<file path="config.mk">
export PLATFORM = sky130hd
export DESIGN_NAME = rx_check_device_flat
export DESIGN_NICKNAME = d
export VERILOG_FILES = /design/src/core/rx_check_pkg.sv /design/src/core/rx_check_if.sv /design/src/core/rx_check_device.sv /design/src/flat_wrapper.sv
export SDC_FILE = /design/constraint.sdc
export NUM_CORES = 1
export LEC_CHECK = 0
export BUFFER_PORTS_ARGS = -buffer_cell sky130_fd_sc_hd__buf_4
export CORE_AREA = 2 2 256 258
export CTS_CLUSTER_SIZE = 25
export DETAILED_ROUTE_END_ITERATION = 8
export DIE_AREA = 0 0 258 260
export MAX_ROUTING_LAYER = met4
export PLACE_DENSITY = 0.53
export SLEW_MARGIN = 20
export SYNTH_ARGS = -nofsm -noshare
export SYNTH_HDL_FRONTEND = slang
export SYNTH_SLANG_ARGS = --single-unit
</file>
<file path="constraint.sdc">
create_clock -name clock_in -period 2.82 [get_ports clock_in]
set_clock_uncertainty 0.05 [all_clocks]
set_input_delay 0.705 -clock clock_in [delete_from_list [all_inputs] [get_ports clock_in]]
set_output_delay 0.705 -clock clock_in [all_outputs]
set_load 0.01 [all_outputs]
</file>
<file path="src/core/rx_check_pkg.sv">
// Shared constants for the lane check and link capture block
package rx_check_pkg;
	localparam logic [11:0] OFF_ERR_HIGH = 12'h31C;
	localparam logic [11:0] OFF_PASS_FLAGS = 12'h31D;
	localparam logic [11:0] OFF_CHECK_CTRL = 12'h32C;
	localparam logic [11:0] OFF_REF_LOW = 12'h32D;
	localparam logic [11:0] OFF_REF_HIGH = 12'h32E;
	localparam logic [11:0] OFF_CHECK_RESULT = 12'h32F;
	localparam logic [11:0] OFF_IF_SETUP = 12'h333;
	localparam logic [11:0] OFF_LANE_INVERT = 12'h334;
	localparam logic [11:0] OFF_DEV_IDENT = 12'h400;
	localparam logic [11:0] OFF_ADJ_BANK = 12'h401;
	localparam logic [11:0] OFF_LANE_IDENT = 12'h402;
	localparam logic [11:0] OFF_SCR_LANES = 12'h403;
	localparam logic [11:0] OFF_OCTETS = 12'h404;
	localparam logic [11:0] OFF_CNT_SELECT = 12'h316;
	localparam logic [11:0] OFF_LIMIT_LOW = 12'h317;
	localparam logic [11:0] OFF_LIMIT_MID = 12'h318;
	localparam logic [11:0] OFF_LIMIT_HIGH = 12'h319;
	localparam int SEL_LANE_LSB = 4;
	localparam int SAMPLE_SEL_LSB = 4;
	localparam int CHAN_SEL_LSB = 2;
	localparam int CLEAR_BIT = 1;
	localparam int ENABLE_BIT = 0;
	localparam logic [7:0] PASS_RESET = 8'hFF;
	localparam logic [7:0] IF_SETUP_VALUE = 8'h01;
	// Host-side APB register map
	localparam logic [7:0] APB_CMD = 8'h00;
	localparam logic [7:0] APB_WDATA = 8'h04;
	localparam logic [7:0] APB_RDATA = 8'h08;
	localparam logic [7:0] APB_STATUS = 8'h0C;
	localparam logic [7:0] APB_MASK = 8'h10;
	localparam logic [7:0] APB_PARAMS = 8'h14;
	localparam int ST_DONE_BIT = 0;
	localparam int ST_BAD_PARAM_BIT = 1;
endpackage : rx_check_pkg

</file>
<file path="src/core/rx_check_if.sv">
// Register port and link-parameter path between the two ends
`timescale 1ns/1ps
`default_nettype none
interface rx_check_if;
	logic reg_wr;
	logic reg_rd;
	logic [11:0] reg_addr;
	logic [7:0] reg_wdata;
	logic [7:0] reg_rdata;
	logic cfg_valid;
	logic [7:0] cfg_dev_ident;
	logic [7:0] cfg_adj_bank;
	logic [7:0] cfg_lane_ident;
	logic [7:0] cfg_scr_lanes;
	logic [7:0] cfg_octets;
	modport device (input reg_wr, reg_rd, reg_addr, reg_wdata, cfg_valid, cfg_dev_ident,
		cfg_adj_bank, cfg_lane_ident, cfg_scr_lanes, cfg_octets, output reg_rdata);
	modport host (output reg_wr, reg_rd, reg_addr, reg_wdata, cfg_valid, cfg_dev_ident,
		cfg_adj_bank, cfg_lane_ident, cfg_scr_lanes, cfg_octets, input reg_rdata);
endinterface : rx_check_if
`default_nettype wire

</file>
<file path="src/core/rx_check_device.sv">
// Receiver lane check, sample check and link parameter capture
// Functional notes
// - Read bits 23:16 of selected lane count
// - Per-lane pass bits, reset to all ones
// - Bits 5:4 pick checked sample
// - Bits 3:2 pick checked channel
// - Writing one clears stored check result
// - Comparison runs only while enable set
// - Two bytes form 16-bit expected sample
// - Fail bit: zero on match, one differ
// - Software writes 0x01 to interface setup
// - Invert mask bit flips its logical lane
// - Capture device identifier from lane 0
// - Capture adjust count and bank; count zero
// - Capture direction and phase flags; zero sent
// - Capture five-bit lane identifier
// - Capture lanes-minus-one parameter
// - Capture octets-per-frame-minus-one; valid codes only
// - Three-bit field selects counted lane
// - 24-bit threshold over three bytes, LSB first
//
// The APB register port was decided locally.
`timescale 1ns/1ps
`default_nettype none
module rx_check_device
	import rx_check_pkg::*;
(
	input wire logic clock_in,
	input wire logic arst_n_in,
	rx_check_if.device link,
	input wire logic [191:0] lane_counts_in,
	input wire logic [63:0] lane_data_in,
	input wire logic [255:0] samples_in,
	output logic [63:0] lane_data_out,
	output logic [7:0] if_setup_out
);
	typedef struct packed {
		logic [7:0] rdata;
		logic [7:0] pass;
		logic [2:0] cnt_sel;
		logic [23:0] limit;
		logic [1:0] sample_sel;
		logic [1:0] chan_sel;
		logic enable;
		logic [15:0] expected;
		logic mismatch;
		logic [7:0] if_setup;
		logic [7:0] invert;
		logic [7:0] dev_ident;
		logic [7:0] adj_bank;
		logic [7:0] lane_ident;
		logic [7:0] scr_lanes;
		logic [7:0] octets;
		logic [63:0] lane_data;
	} state_s;

	state_s state_reg;
	state_s state_next;

	function automatic logic [23:0] lane_count(input logic [191:0] all, input logic [2:0] idx);
		lane_count = all[idx*24 +: 24];
	endfunction : lane_count

	////////////////////////////////////////////////////////////////////////
	always_comb begin
		logic [23:0] sel_count;
		logic [15:0] chosen;
		sel_count = lane_count(lane_counts_in, state_reg.cnt_sel);
		chosen = samples_in[{state_reg.chan_sel, state_reg.sample_sel}*16 +: 16];
		state_next = state_reg;
		for (int i = 0; i < 8; i++) begin
			state_next.pass[i] = lane_count(lane_counts_in, 3'(i)) < state_reg.limit;
			state_next.lane_data[i*8 +: 8] = lane_data_in[i*8 +: 8] ^
				{8{state_reg.invert[i]}};
		end
		if (link.cfg_valid) begin
			state_next.dev_ident = link.cfg_dev_ident;
			state_next.adj_bank = link.cfg_adj_bank;
			state_next.lane_ident = {1'b0, link.cfg_lane_ident[6:0]};
			state_next.scr_lanes = {link.cfg_scr_lanes[7], 2'b00, link.cfg_scr_lanes[4:0]};
			state_next.octets = link.cfg_octets;
		end
		if (link.reg_wr) begin
			unique case (link.reg_addr)
				OFF_CNT_SELECT: state_next.cnt_sel = link.reg_wdata[SEL_LANE_LSB +: 3];
				OFF_LIMIT_LOW: state_next.limit[7:0] = link.reg_wdata;
				OFF_LIMIT_MID: state_next.limit[15:8] = link.reg_wdata;
				OFF_LIMIT_HIGH: state_next.limit[23:16] = link.reg_wdata;
				OFF_CHECK_CTRL: begin
					state_next.sample_sel = link.reg_wdata[SAMPLE_SEL_LSB +: 2];
					state_next.chan_sel = link.reg_wdata[CHAN_SEL_LSB +: 2];
					state_next.enable = link.reg_wdata[ENABLE_BIT];
					if (link.reg_wdata[CLEAR_BIT]) begin
						state_next.mismatch = 1'b0;
					end
				end
				OFF_REF_LOW: state_next.expected[7:0] = link.reg_wdata;
				OFF_REF_HIGH: state_next.expected[15:8] = link.reg_wdata;
				OFF_IF_SETUP: state_next.if_setup = link.reg_wdata;
				OFF_LANE_INVERT: state_next.invert = link.reg_wdata;
				default: ;
			endcase
		end
		// A new mismatch wins over a clear in the same cycle
		if (state_reg.enable && chosen != state_reg.expected) begin
			state_next.mismatch = 1'b1;
		end
		unique case (link.reg_addr)
			OFF_ERR_HIGH: state_next.rdata = sel_count[23:16];
			OFF_PASS_FLAGS: state_next.rdata = state_reg.pass;
			OFF_CNT_SELECT: state_next.rdata = {1'b0, state_reg.cnt_sel, 4'h0};
			OFF_LIMIT_LOW: state_next.rdata = state_reg.limit[7:0];
			OFF_LIMIT_MID: state_next.rdata = state_reg.limit[15:8];
			OFF_LIMIT_HIGH: state_next.rdata = state_reg.limit[23:16];
			OFF_CHECK_CTRL: state_next.rdata = {2'b00, state_reg.sample_sel, state_reg.chan_sel,
				1'b0, state_reg.enable};
			OFF_REF_LOW: state_next.rdata = state_reg.expected[7:0];
			OFF_REF_HIGH: state_next.rdata = state_reg.expected[15:8];
			OFF_CHECK_RESULT: state_next.rdata = {7'h00, state_reg.mismatch};
			OFF_IF_SETUP: state_next.rdata = state_reg.if_setup;
			OFF_LANE_INVERT: state_next.rdata = state_reg.invert;
			OFF_DEV_IDENT: state_next.rdata = state_reg.dev_ident;
			OFF_ADJ_BANK: state_next.rdata = state_reg.adj_bank;
			OFF_LANE_IDENT: state_next.rdata = state_reg.lane_ident;
			OFF_SCR_LANES: state_next.rdata = state_reg.scr_lanes;
			OFF_OCTETS: state_next.rdata = state_reg.octets;
			default: state_next.rdata = 8'h00;
		endcase
	end

	always_ff @(posedge clock_in or negedge arst_n_in) begin
		if (!arst_n_in) begin
			state_reg <= '0;
			state_reg.pass <= PASS_RESET;
		end else begin
			state_reg <= state_next;
		end
	end

	assign link.reg_rdata = state_reg.rdata;
	assign lane_data_out = state_reg.lane_data;
	assign if_setup_out = state_reg.if_setup;
endmodule : rx_check_device
`default_nettype wire

</file>
<file path="src/flat_wrapper.sv">
// flat-port wrapper written by rule: the top's interface ports become plain ports
module rx_check_device_flat import rx_check_pkg::*;
  (clock_in, arst_n_in, lane_counts_in, lane_data_in, samples_in, lane_data_out, if_setup_out, link_reg_wr, link_reg_rd, link_reg_addr, link_reg_wdata, link_cfg_valid, link_cfg_dev_ident, link_cfg_adj_bank, link_cfg_lane_ident, link_cfg_scr_lanes, link_cfg_octets, link_reg_rdata);
  rx_check_if link_i ();
  input wire logic clock_in;
  input wire logic arst_n_in;
  input wire logic [191:0] lane_counts_in;
  input wire logic [63:0] lane_data_in;
  input wire logic [255:0] samples_in;
  output logic [63:0] lane_data_out;
  output logic [7:0] if_setup_out;
  input wire logic [$bits(link_i.reg_wr)-1:0] link_reg_wr;
  input wire logic [$bits(link_i.reg_rd)-1:0] link_reg_rd;
  input wire logic [$bits(link_i.reg_addr)-1:0] link_reg_addr;
  input wire logic [$bits(link_i.reg_wdata)-1:0] link_reg_wdata;
  input wire logic [$bits(link_i.cfg_valid)-1:0] link_cfg_valid;
  input wire logic [$bits(link_i.cfg_dev_ident)-1:0] link_cfg_dev_ident;
  input wire logic [$bits(link_i.cfg_adj_bank)-1:0] link_cfg_adj_bank;
  input wire logic [$bits(link_i.cfg_lane_ident)-1:0] link_cfg_lane_ident;
  input wire logic [$bits(link_i.cfg_scr_lanes)-1:0] link_cfg_scr_lanes;
  input wire logic [$bits(link_i.cfg_octets)-1:0] link_cfg_octets;
  output wire logic [$bits(link_i.reg_rdata)-1:0] link_reg_rdata;
  assign link_i.reg_wr = link_reg_wr;
  assign link_i.reg_rd = link_reg_rd;
  assign link_i.reg_addr = link_reg_addr;
  assign link_i.reg_wdata = link_reg_wdata;
  assign link_i.cfg_valid = link_cfg_valid;
  assign link_i.cfg_dev_ident = link_cfg_dev_ident;
  assign link_i.cfg_adj_bank = link_cfg_adj_bank;
  assign link_i.cfg_lane_ident = link_cfg_lane_ident;
  assign link_i.cfg_scr_lanes = link_cfg_scr_lanes;
  assign link_i.cfg_octets = link_cfg_octets;
  assign link_reg_rdata = link_i.reg_rdata;
  rx_check_device u_core (.clock_in(clock_in), .arst_n_in(arst_n_in), .link(link_i), .lane_counts_in(lane_counts_in), .lane_data_in(lane_data_in), .samples_in(samples_in), .lane_data_out(lane_data_out), .if_setup_out(if_setup_out));
endmodule
</file>
* Word-level counts from Yosys, hierarchy flattened
Cells that the tools add are included.
Operators by class: multiply operators 1, magnitude comparators 8, eq/ne operators 18, shift operators 2, multiplexer cells 7, bitwise operators 8, reductions and logical operators 14
Operator list (count):
- $shiftx A256 B9 Y16 | 1
- $lt A24 B24 Y1 | 8
- $shiftx A192 B9 Y24 | 1
- $eq A12 B10 Y1 const B | 12
- $pmux W8 S17 | 1
- $xor A8 B8 Y8 | 8
- $eq A12 B11 Y1 const B | 5
- $reduce_and A2 Y1 | 9
- $mux W17 | 1
- $mux W8 | 2
- $ne A16 B16 Y1 | 1
- $reduce_bool A2 Y1 | 3
- $mul A3 B2 Y5 const B | 1
- $mux W1 | 3
- $reduce_and A3 Y1 | 1
- $logic_and A1 B1 Y1 | 1
Storage, ports and cells: bits in registers 182, output and inout port bits 80, word-level logic and storage cells 78

* Depth between registers and ports, before layout
Gate-level depths: netlist (run 1).
depth in word-level cells 5, mapped depth 10, depth with buffers taken out 10

* Worst setup path before layout (run 1)
Ideal clock, no wire load.
path kind input -> register, start point in link_reg_addr[11], end point reg u_core.state_reg[142] (netlist name), setup time 0.125 ns, arrival 2.347 ns, required time 2.645 ns, setup slack 0.298 ns, stages on the path 5, buffers on the path 0, path through nor3_1 -> nand3_1 -> nor4_2 -> nand2_2 -> mux2_2
On the way: word-level cells in the longest chain between the ends 2
RTL lines:
- start, declared | RTL line flat_wrapper.sv:14 | input wire logic [$bits(link_i.reg_addr)-1:0] link_reg_addr;
- $eq A12 B10 Y1 | RTL line rx_check_device.sv:84 | unique case (link.reg_addr)
- $reduce_and A2 Y1 (no source line)
- end signal, assigned | RTL line rx_check_device.sv:136 | state_reg <= state_next;
- end, declared | RTL line rx_check_device.sv:57 | state_s state_reg;
Every way passes these cells. A chain may end at the register's enable or synchronous reset.

* Worst setup path after layout (run 1)
start point reg u_core.state_reg[140] (netlist name), end point reg u_core.state_reg[120] (netlist name)
On the way: word-level cells in the longest chain between the ends 5, elaborated cells between the ends (all ways) 8, those cells by class 1 x eq/ne; 1 x shift; 1 x mux; 5 x reduce/logical
RTL lines:
- $shiftx A256 B9 Y16 (*) | RTL line rx_check_device.sv:69 | chosen = samples_in[{state_reg.chan_sel, state_reg.sample_sel}*16 +: 16];
- $ne A16 B16 Y1 (*) | RTL line rx_check_device.sv:105 | if (state_reg.enable && chosen != state_reg.expected) begin
- $logic_and A1 B1 Y1 (*) | RTL line rx_check_device.sv:105
- $reduce_bool A2 Y1 (no source line)
- $reduce_and A3 Y1 (no source line)
Every way passes the cells marked *; elsewhere a longest branch is shown, timed or not.

==> results of run 1 <==
[cell type report]
class / count / area (um2)
fill: 6537 / 43000
multi-input combinational: 926 / 9040
timing repair buffer: 739 / 5720
sequential: 182 / 4570
tap: 855 / 1070
clock buffer: 17 / 425
clock inverter: 15 / 185
inverter: 27 / 108
antenna: 5 / 12.5
[power by group]
part | total, mW | switching, mW | internal, mW
Sequential | 2.80 | 0.0678 | 2.73
Combinational | 1.58 | 0.629 | 0.951
Clock | 2.46 | 1.18 | 1.28
[worst paths after layout]
check | startpoint | end | slack (ns) | cells after the start
max in group asynchronous | arst_n_in | u_core.lane_data_out[51]$_DFF_PN0_ | 1.96 | 2
worst max-delay path | u_core.state_reg[140]$_DFFE_PN0P_ | u_core.state_reg[120]$_DFFE_PN0P_ | 0.10 | 10
worst min register to register | u_core.state_reg[120]$_DFFE_PN0P_ | u_core.state_reg[120]$_DFFE_PN0P_ | 0.46 | 2
min in group clock_in | lane_data_in[34] | u_core.lane_data_out[34]$_DFF_PN0_ | 0.38 | 2
worst min-delay path | arst_n_in | u_core.lane_data_out[12]$_DFF_PN0_ | 0.04 | 1
worst max register to register | u_core.state_reg[140]$_DFFE_PN0P_ | u_core.state_reg[120]$_DFFE_PN0P_ | 0.10 | 10
[routing by layer]
layer	vias to the layer above	wire length, um	share of wire [%]	GRT usage (%)
li1	5988	-	-	-
met1	6367	27200	42	23.1
met5	-	0	0	-
met2	421	33800	52	33.7
met4	0	1050	1.6	4.16
met3	63	2680	4.1	2.44
[worst max-delay path, stage by stage, from the launching register on]
cell	delay [ns]
dfrtp_4	0.43
buf_4	0.19
buf_4	0.16
mux4_2	0.52
mux2i_2	0.25
xor2_1	0.16
nand4_1	0.11
o31ai_1	0.28
o21ai_2	0.15
o31ai_1	0.22
nand2_1	0.07
[kinds of logic after synthesis]
| group | synth area share [%] |
|---|---|
| xor gates and xnor gates | 5.93 |
| DFF | 31.5 |
| AOI/OAI and AO/OA | 10.9 |
| adders and majority gates | 15.9 |
| and+or+nand+nor | 6.88 |
| muxes | 22.5 |
| buffers and inverters | 6.38 |
[synthesized netlist by cell type (3+ instances only)]
cell type,count
a221oi_1,11
a22oi_1,15
o21ai_0,49
a221o_1,6
mux4_2,78
a211oi_1,14
a21o_1,62
xnor2_1,17
nor4_1,4
a22o_1,7
mux2_2,100
dfrtp_1,174
ha_1,184
buf_1,7
buf_4,83
mux2i_1,37
buf_2,6
xor2_1,81
nand4_1,39
clkbuf_1,26
nand3_1,8
o31ai_1,3
nand2_1,56
nand2b_1,16
o21ai_1,3
buf_6,4
a222oi_1,9
dfstp_2,8
nor2b_1,14
a21oi_1,48
inv_1,27
nor2_1,27
nor3_1,14
[through the flow]
stage	utilization (%)	power [mW]	worst slack (ns)
after CTS	32.7	6.89	0.00346
after global routing	32.9	7.15	0.0237
final	33.0	6.83	0.101
after global placement	31.7	4.40	-0.240
after detailed placement	31.7	4.43	-0.241
after floorplan	-	3.44	0.298
[timing repair]
action,4_1_cts,5_1_grt
hold buffers,0,0
resized for setup,4,17
setup buffers,0,6
pin swaps,0,6
hold endpoints to repair,0,0
setup endpoints to repair,5,6
==> metrics, run 1 <==
yosys warns 0; drt drc 0; largest cells by area after synthesis dfrtp_1 30%, ha_1 16%, mux4_2 12%; CP required approximately 3.1 ns; DR iter-0 viols around 600; Synth Cell Area roughly 14000 um2; EDFF count, synth 0; chip width 258 um; Core Region 64100 um2; Worst EP arrival around 3.0 ns; Num Clock Sinks 182; Final Cell Area 21100 um2; CTS buffer count 17; maximum clock rate ~0.37 GHz; worst min-delay path class in -> async; root buf cell clkbuf_16; Mean Syn Cell Area 11.5 um2; layout cells sized above 1 51.4%; GP Congestion 0.901; Leak 9.88 nW; total number of vias 12.8k; first-pass GRT wire length approximately 90000 um; Avg WL per Cell 23.4 um; Yosys top cell area share 30.1%; crit path time final 2.72 ns; Hold Fails Final Rpt 0; power per cell area 323 nW/um2; Final HPWL DP 55000 um; Worst setup SP type flop; Area Growth Syn to Fin 45.9%; vias in the first global route 13.9k; relative slew slack between 50% and 60%; Clock Latency Late Sink 0.44 ns; CTS tree yes; Synth async-reset ratio 100%; Top FF cell, synth dfrtp_1; placed insts roughly 2.7k; final count of pins violating max slew 0; Congestion Overflow GR 0; ANT nets after route 0; Slew @ Worst Pin 0.662 ns; peak supply drop between 0.0003 and 0.0004 V; Total Wirelength 64700 um; FP Rows 93; initial antenna violation count 5; H-tree depth 4; final period utilization 96.4%; pin count of the biggest net entering global routing 57; commonest non-fill, non-tap cells in the layout 724 x buf_4, 184 x ha_1, 171 x dfrtp_1, 100 x mux2_2, 81 x xor2_1; Seq cells post-synth 182; final setup TNS 0 ns; status finished, final reports clean; sequential cell area fraction in the yosys report 31.5%; initial core utilization 22.6%; Ports ~660; area of the die between 60000 and 70000 um2; Cell Count, Final, Fillers Out between 2k and 3k; port bufs 652; DR vias/cell between 4 and 5; CP endpoint kind flop; Largest register FFs 102; Syn Nets slightly above 2k; most common cell after layout, fill and taps aside buf_4; Max-Cap Viols 0; total global-route track usage 19.0%; iteration count of the initial detailed-routing pass 7; die height between 200 and 300 um; CP Max Fanout 5; largest area contributor in the netlist dfrtp_1; Hold Worst Slack 0.0426 ns; nets@finish between 2k and 3k; post-synth cell types 50; Clock Path Buffers 2; critical path class reg -> reg; Final setup viols 0; placed inst area 20400 um2; RSZ-0062 raised after global routing false; cells after synthesis 1261; CTS clk-pin slew, worst paths 0.07 ns
No activity file was read; power rests on OpenSTA's default activity.
==> inputs of run 2 (changes only) <==
--- a/config.mk
+++ b/config.mk
@@ -6,12 +6,14 @@
 export NUM_CORES = 1
 export LEC_CHECK = 0
 export BUFFER_PORTS_ARGS = -buffer_cell sky130_fd_sc_hd__buf_4
-export CORE_AREA = 2 2 256 258
+export CELL_PAD_IN_SITES_DETAIL_PLACEMENT = 0
+export CELL_PAD_IN_SITES_GLOBAL_PLACEMENT = 1
+export CORE_AREA = 2 2 258 260
 export CTS_CLUSTER_SIZE = 25
 export DETAILED_ROUTE_END_ITERATION = 8
-export DIE_AREA = 0 0 258 260
+export DIE_AREA = 0 0 260 262
 export MAX_ROUTING_LAYER = met4
-export PLACE_DENSITY = 0.53
+export PLACE_DENSITY = 0.64
 export SLEW_MARGIN = 20
 export SYNTH_ARGS = -nofsm -noshare
 export SYNTH_HDL_FRONTEND = slang
==> run 2 against run 1 <==
Compared with the run above:
- count of clock-buffer cells in the layout is 1 higher
- register-to-register slack worse by 0.02 ns
- highest routed layer unchanged
- flip-flop and latch count stayed put
- cell count is 0.54% higher
==> metrics, run 2 (synthesized netlist as in run 1, its figures left out) <==
final count of pins violating max slew 0; placed insts 2742; peak supply drop 0.000350 V; Final HPWL DP 57000 um; Cell Count, Final, Fillers Out 2781; Final Cell Area 21200 um2; Worst setup SP type flop; worst min-delay path class in -> async; initial core utilization 22.2%; Crit path max-delay family compound AO/OA/AOI/OAI gates; Clock Latency Late Sink 0.44 ns; CP endpoint kind flop; Num Clock Sinks 182; power per cell area ~320 nW/um2; most common cell after layout, fill and taps aside buf_4; final period utilization 97.2%; CTS clk-pin slew, worst paths ~0.080 ns; area of the die between 60000 and 70000 um2; drt drc 0; Max-Cap Viols 0; status finished, final reports clean; slowest CP cell a221oi_1; total number of vias around 13k; commonest non-fill, non-tap cells in the layout 730 x buf_4, 184 x ha_1, 171 x dfrtp_1, 100 x mux2_2, 81 x xor2_1; CP Max Fanout 8; Largest register FFs ~100; critical path class reg -> reg; CP required 3.04 ns; fin util 32.4%; Top Usage Layer GRT met2; CP Cell Sequence mux4_2, mux2i_1, o21ai_0, a221oi_1, o211ai_1; routing usage on met3 3.59%; CTS tree yes; maximum clock rate 0.365 GHz; Leak 9.91 nW; CP max stage delay approximately 0.68 ns; Worst EP arrival 2.96 ns; r2r setup slk 0.08 ns; H-tree depth 4; pin count of the biggest net entering global routing 55; Area Growth Syn to Fin 46.1%; FP Rows 94; Clock Path Buffers 2; CTS buffer count 17; total power 6.71 mW; port bufs ~650; Core Region 65300 um2; chip width 260 um; layout cells sized above 1 between 50% and 60%; ANT nets after route 0; initial antenna violation count 7; relative slew slack 44.8%; DR vias/cell 4.65; first-pass GRT wire length 92500 um; Hold Fails Final Rpt 0; GR Util met1 23.4%; root buf cell clkbuf_16; Total Wirelength 65900 um; Congestion Overflow GR 0; nets@finish 2660; placed inst area just over 20000 um2; DR iter-0 viols 665; die height 262 um; crit path time final 2.74 ns; met2 Usage GRT around a third; RSZ-0062 raised after global routing true; Final setup viols 0; vias in the first global route 14.0k; Slew @ Worst Pin about 0.83 ns; Avg WL per Cell 23.7 um; Ports 657; GP Congestion 0.910; Buf/Inv on CP 0; total global-route track usage between 10% and 20%; iteration count of the initial detailed-routing pass 5
==> run 2: stage by stage <==
step	setup TNS (ns)	hold slack (ns)	setup WS, ns
final	0	0.119	0.0779
after floorplan	0	0.359	0.298
after CTS	0	0.110	0.0223
after detailed placement	-0.846	0.423	-0.201
after global placement	-0.944	0.438	-0.218
after global routing	-0.000905	0.117	-0.000905
==> run 2: worst register-to-register path: cells and delay by family (launching register included) <==
kind	cells	cell delay, ns
DFF	1	0.64
muxes	2	0.84
AOI/OAI and AO/OA	3	1.05
==> run 2: per-layer routing <==
| metal | vias up | share of wire [%] |
|---|---|---|
| met5 | - | 0 |
| met4 | 0 | 2.1 |
| met3 | 60 | 5.5 |
| met2 | 441 | 50 |
| met1 | 6432 | 42 |
| li1 | 6003 | - |
==> run 2: report_power, final <==
part,switching [mW],internal [mW],leakage [nW],total (mW)
sequential,0.0704,2.73,2.28,2.80
combinational,0.632,0.948,7.35,1.58
clock,1.14,1.20,0.283,2.33
==> run 2: repair_timing <==
action	in CTS	in global routing
resized for setup	6	14
pin swaps	0	5
buffers inserted	2	0
setup endpoints to repair	4	5
hold buffers	0	0
endpoints found under the hold margin	0	0
==> run 2: worst paths after layout <==
kind                       depth (start not counted)                            endpoint                         startpoint
max in group asynchronous                          2     u_core.state_reg[170]$_DFF_PN1_                          arst_n_in
min reg2reg                                        2  u_core.link.reg_rdata[3]$_DFF_PN0_   u_core.state_reg[91]$_DFFE_PN0P_
min                                                1  u_core.lane_data_out[45]$_DFF_PN0_                          arst_n_in
max reg2reg                                        5  u_core.link.reg_rdata[4]$_DFF_PN0_  u_core.state_reg[166]$_DFFE_PN0P_
max                                                5  u_core.link.reg_rdata[4]$_DFF_PN0_  u_core.state_reg[166]$_DFFE_PN0P_
min in group clock_in                              2  u_core.lane_data_out[36]$_DFF_PN0_                   lane_data_in[36]
==> run 2: cell type report <==
| class | instances | area (um2) |
|---|---|---|
| inverters | 27 | 108 |
| fillers | 6681 | 44100 |
| clock inverters | 14 | 140 |
| multi-input cells | 926 | 9050 |
| flip-flops and latches | 182 | 4570 |
| well taps | 864 | 1080 |
| clock buffers | 18 | 439 |
| repair buffers | 745 | 5760 |
| diodes | 5 | 12.5 |
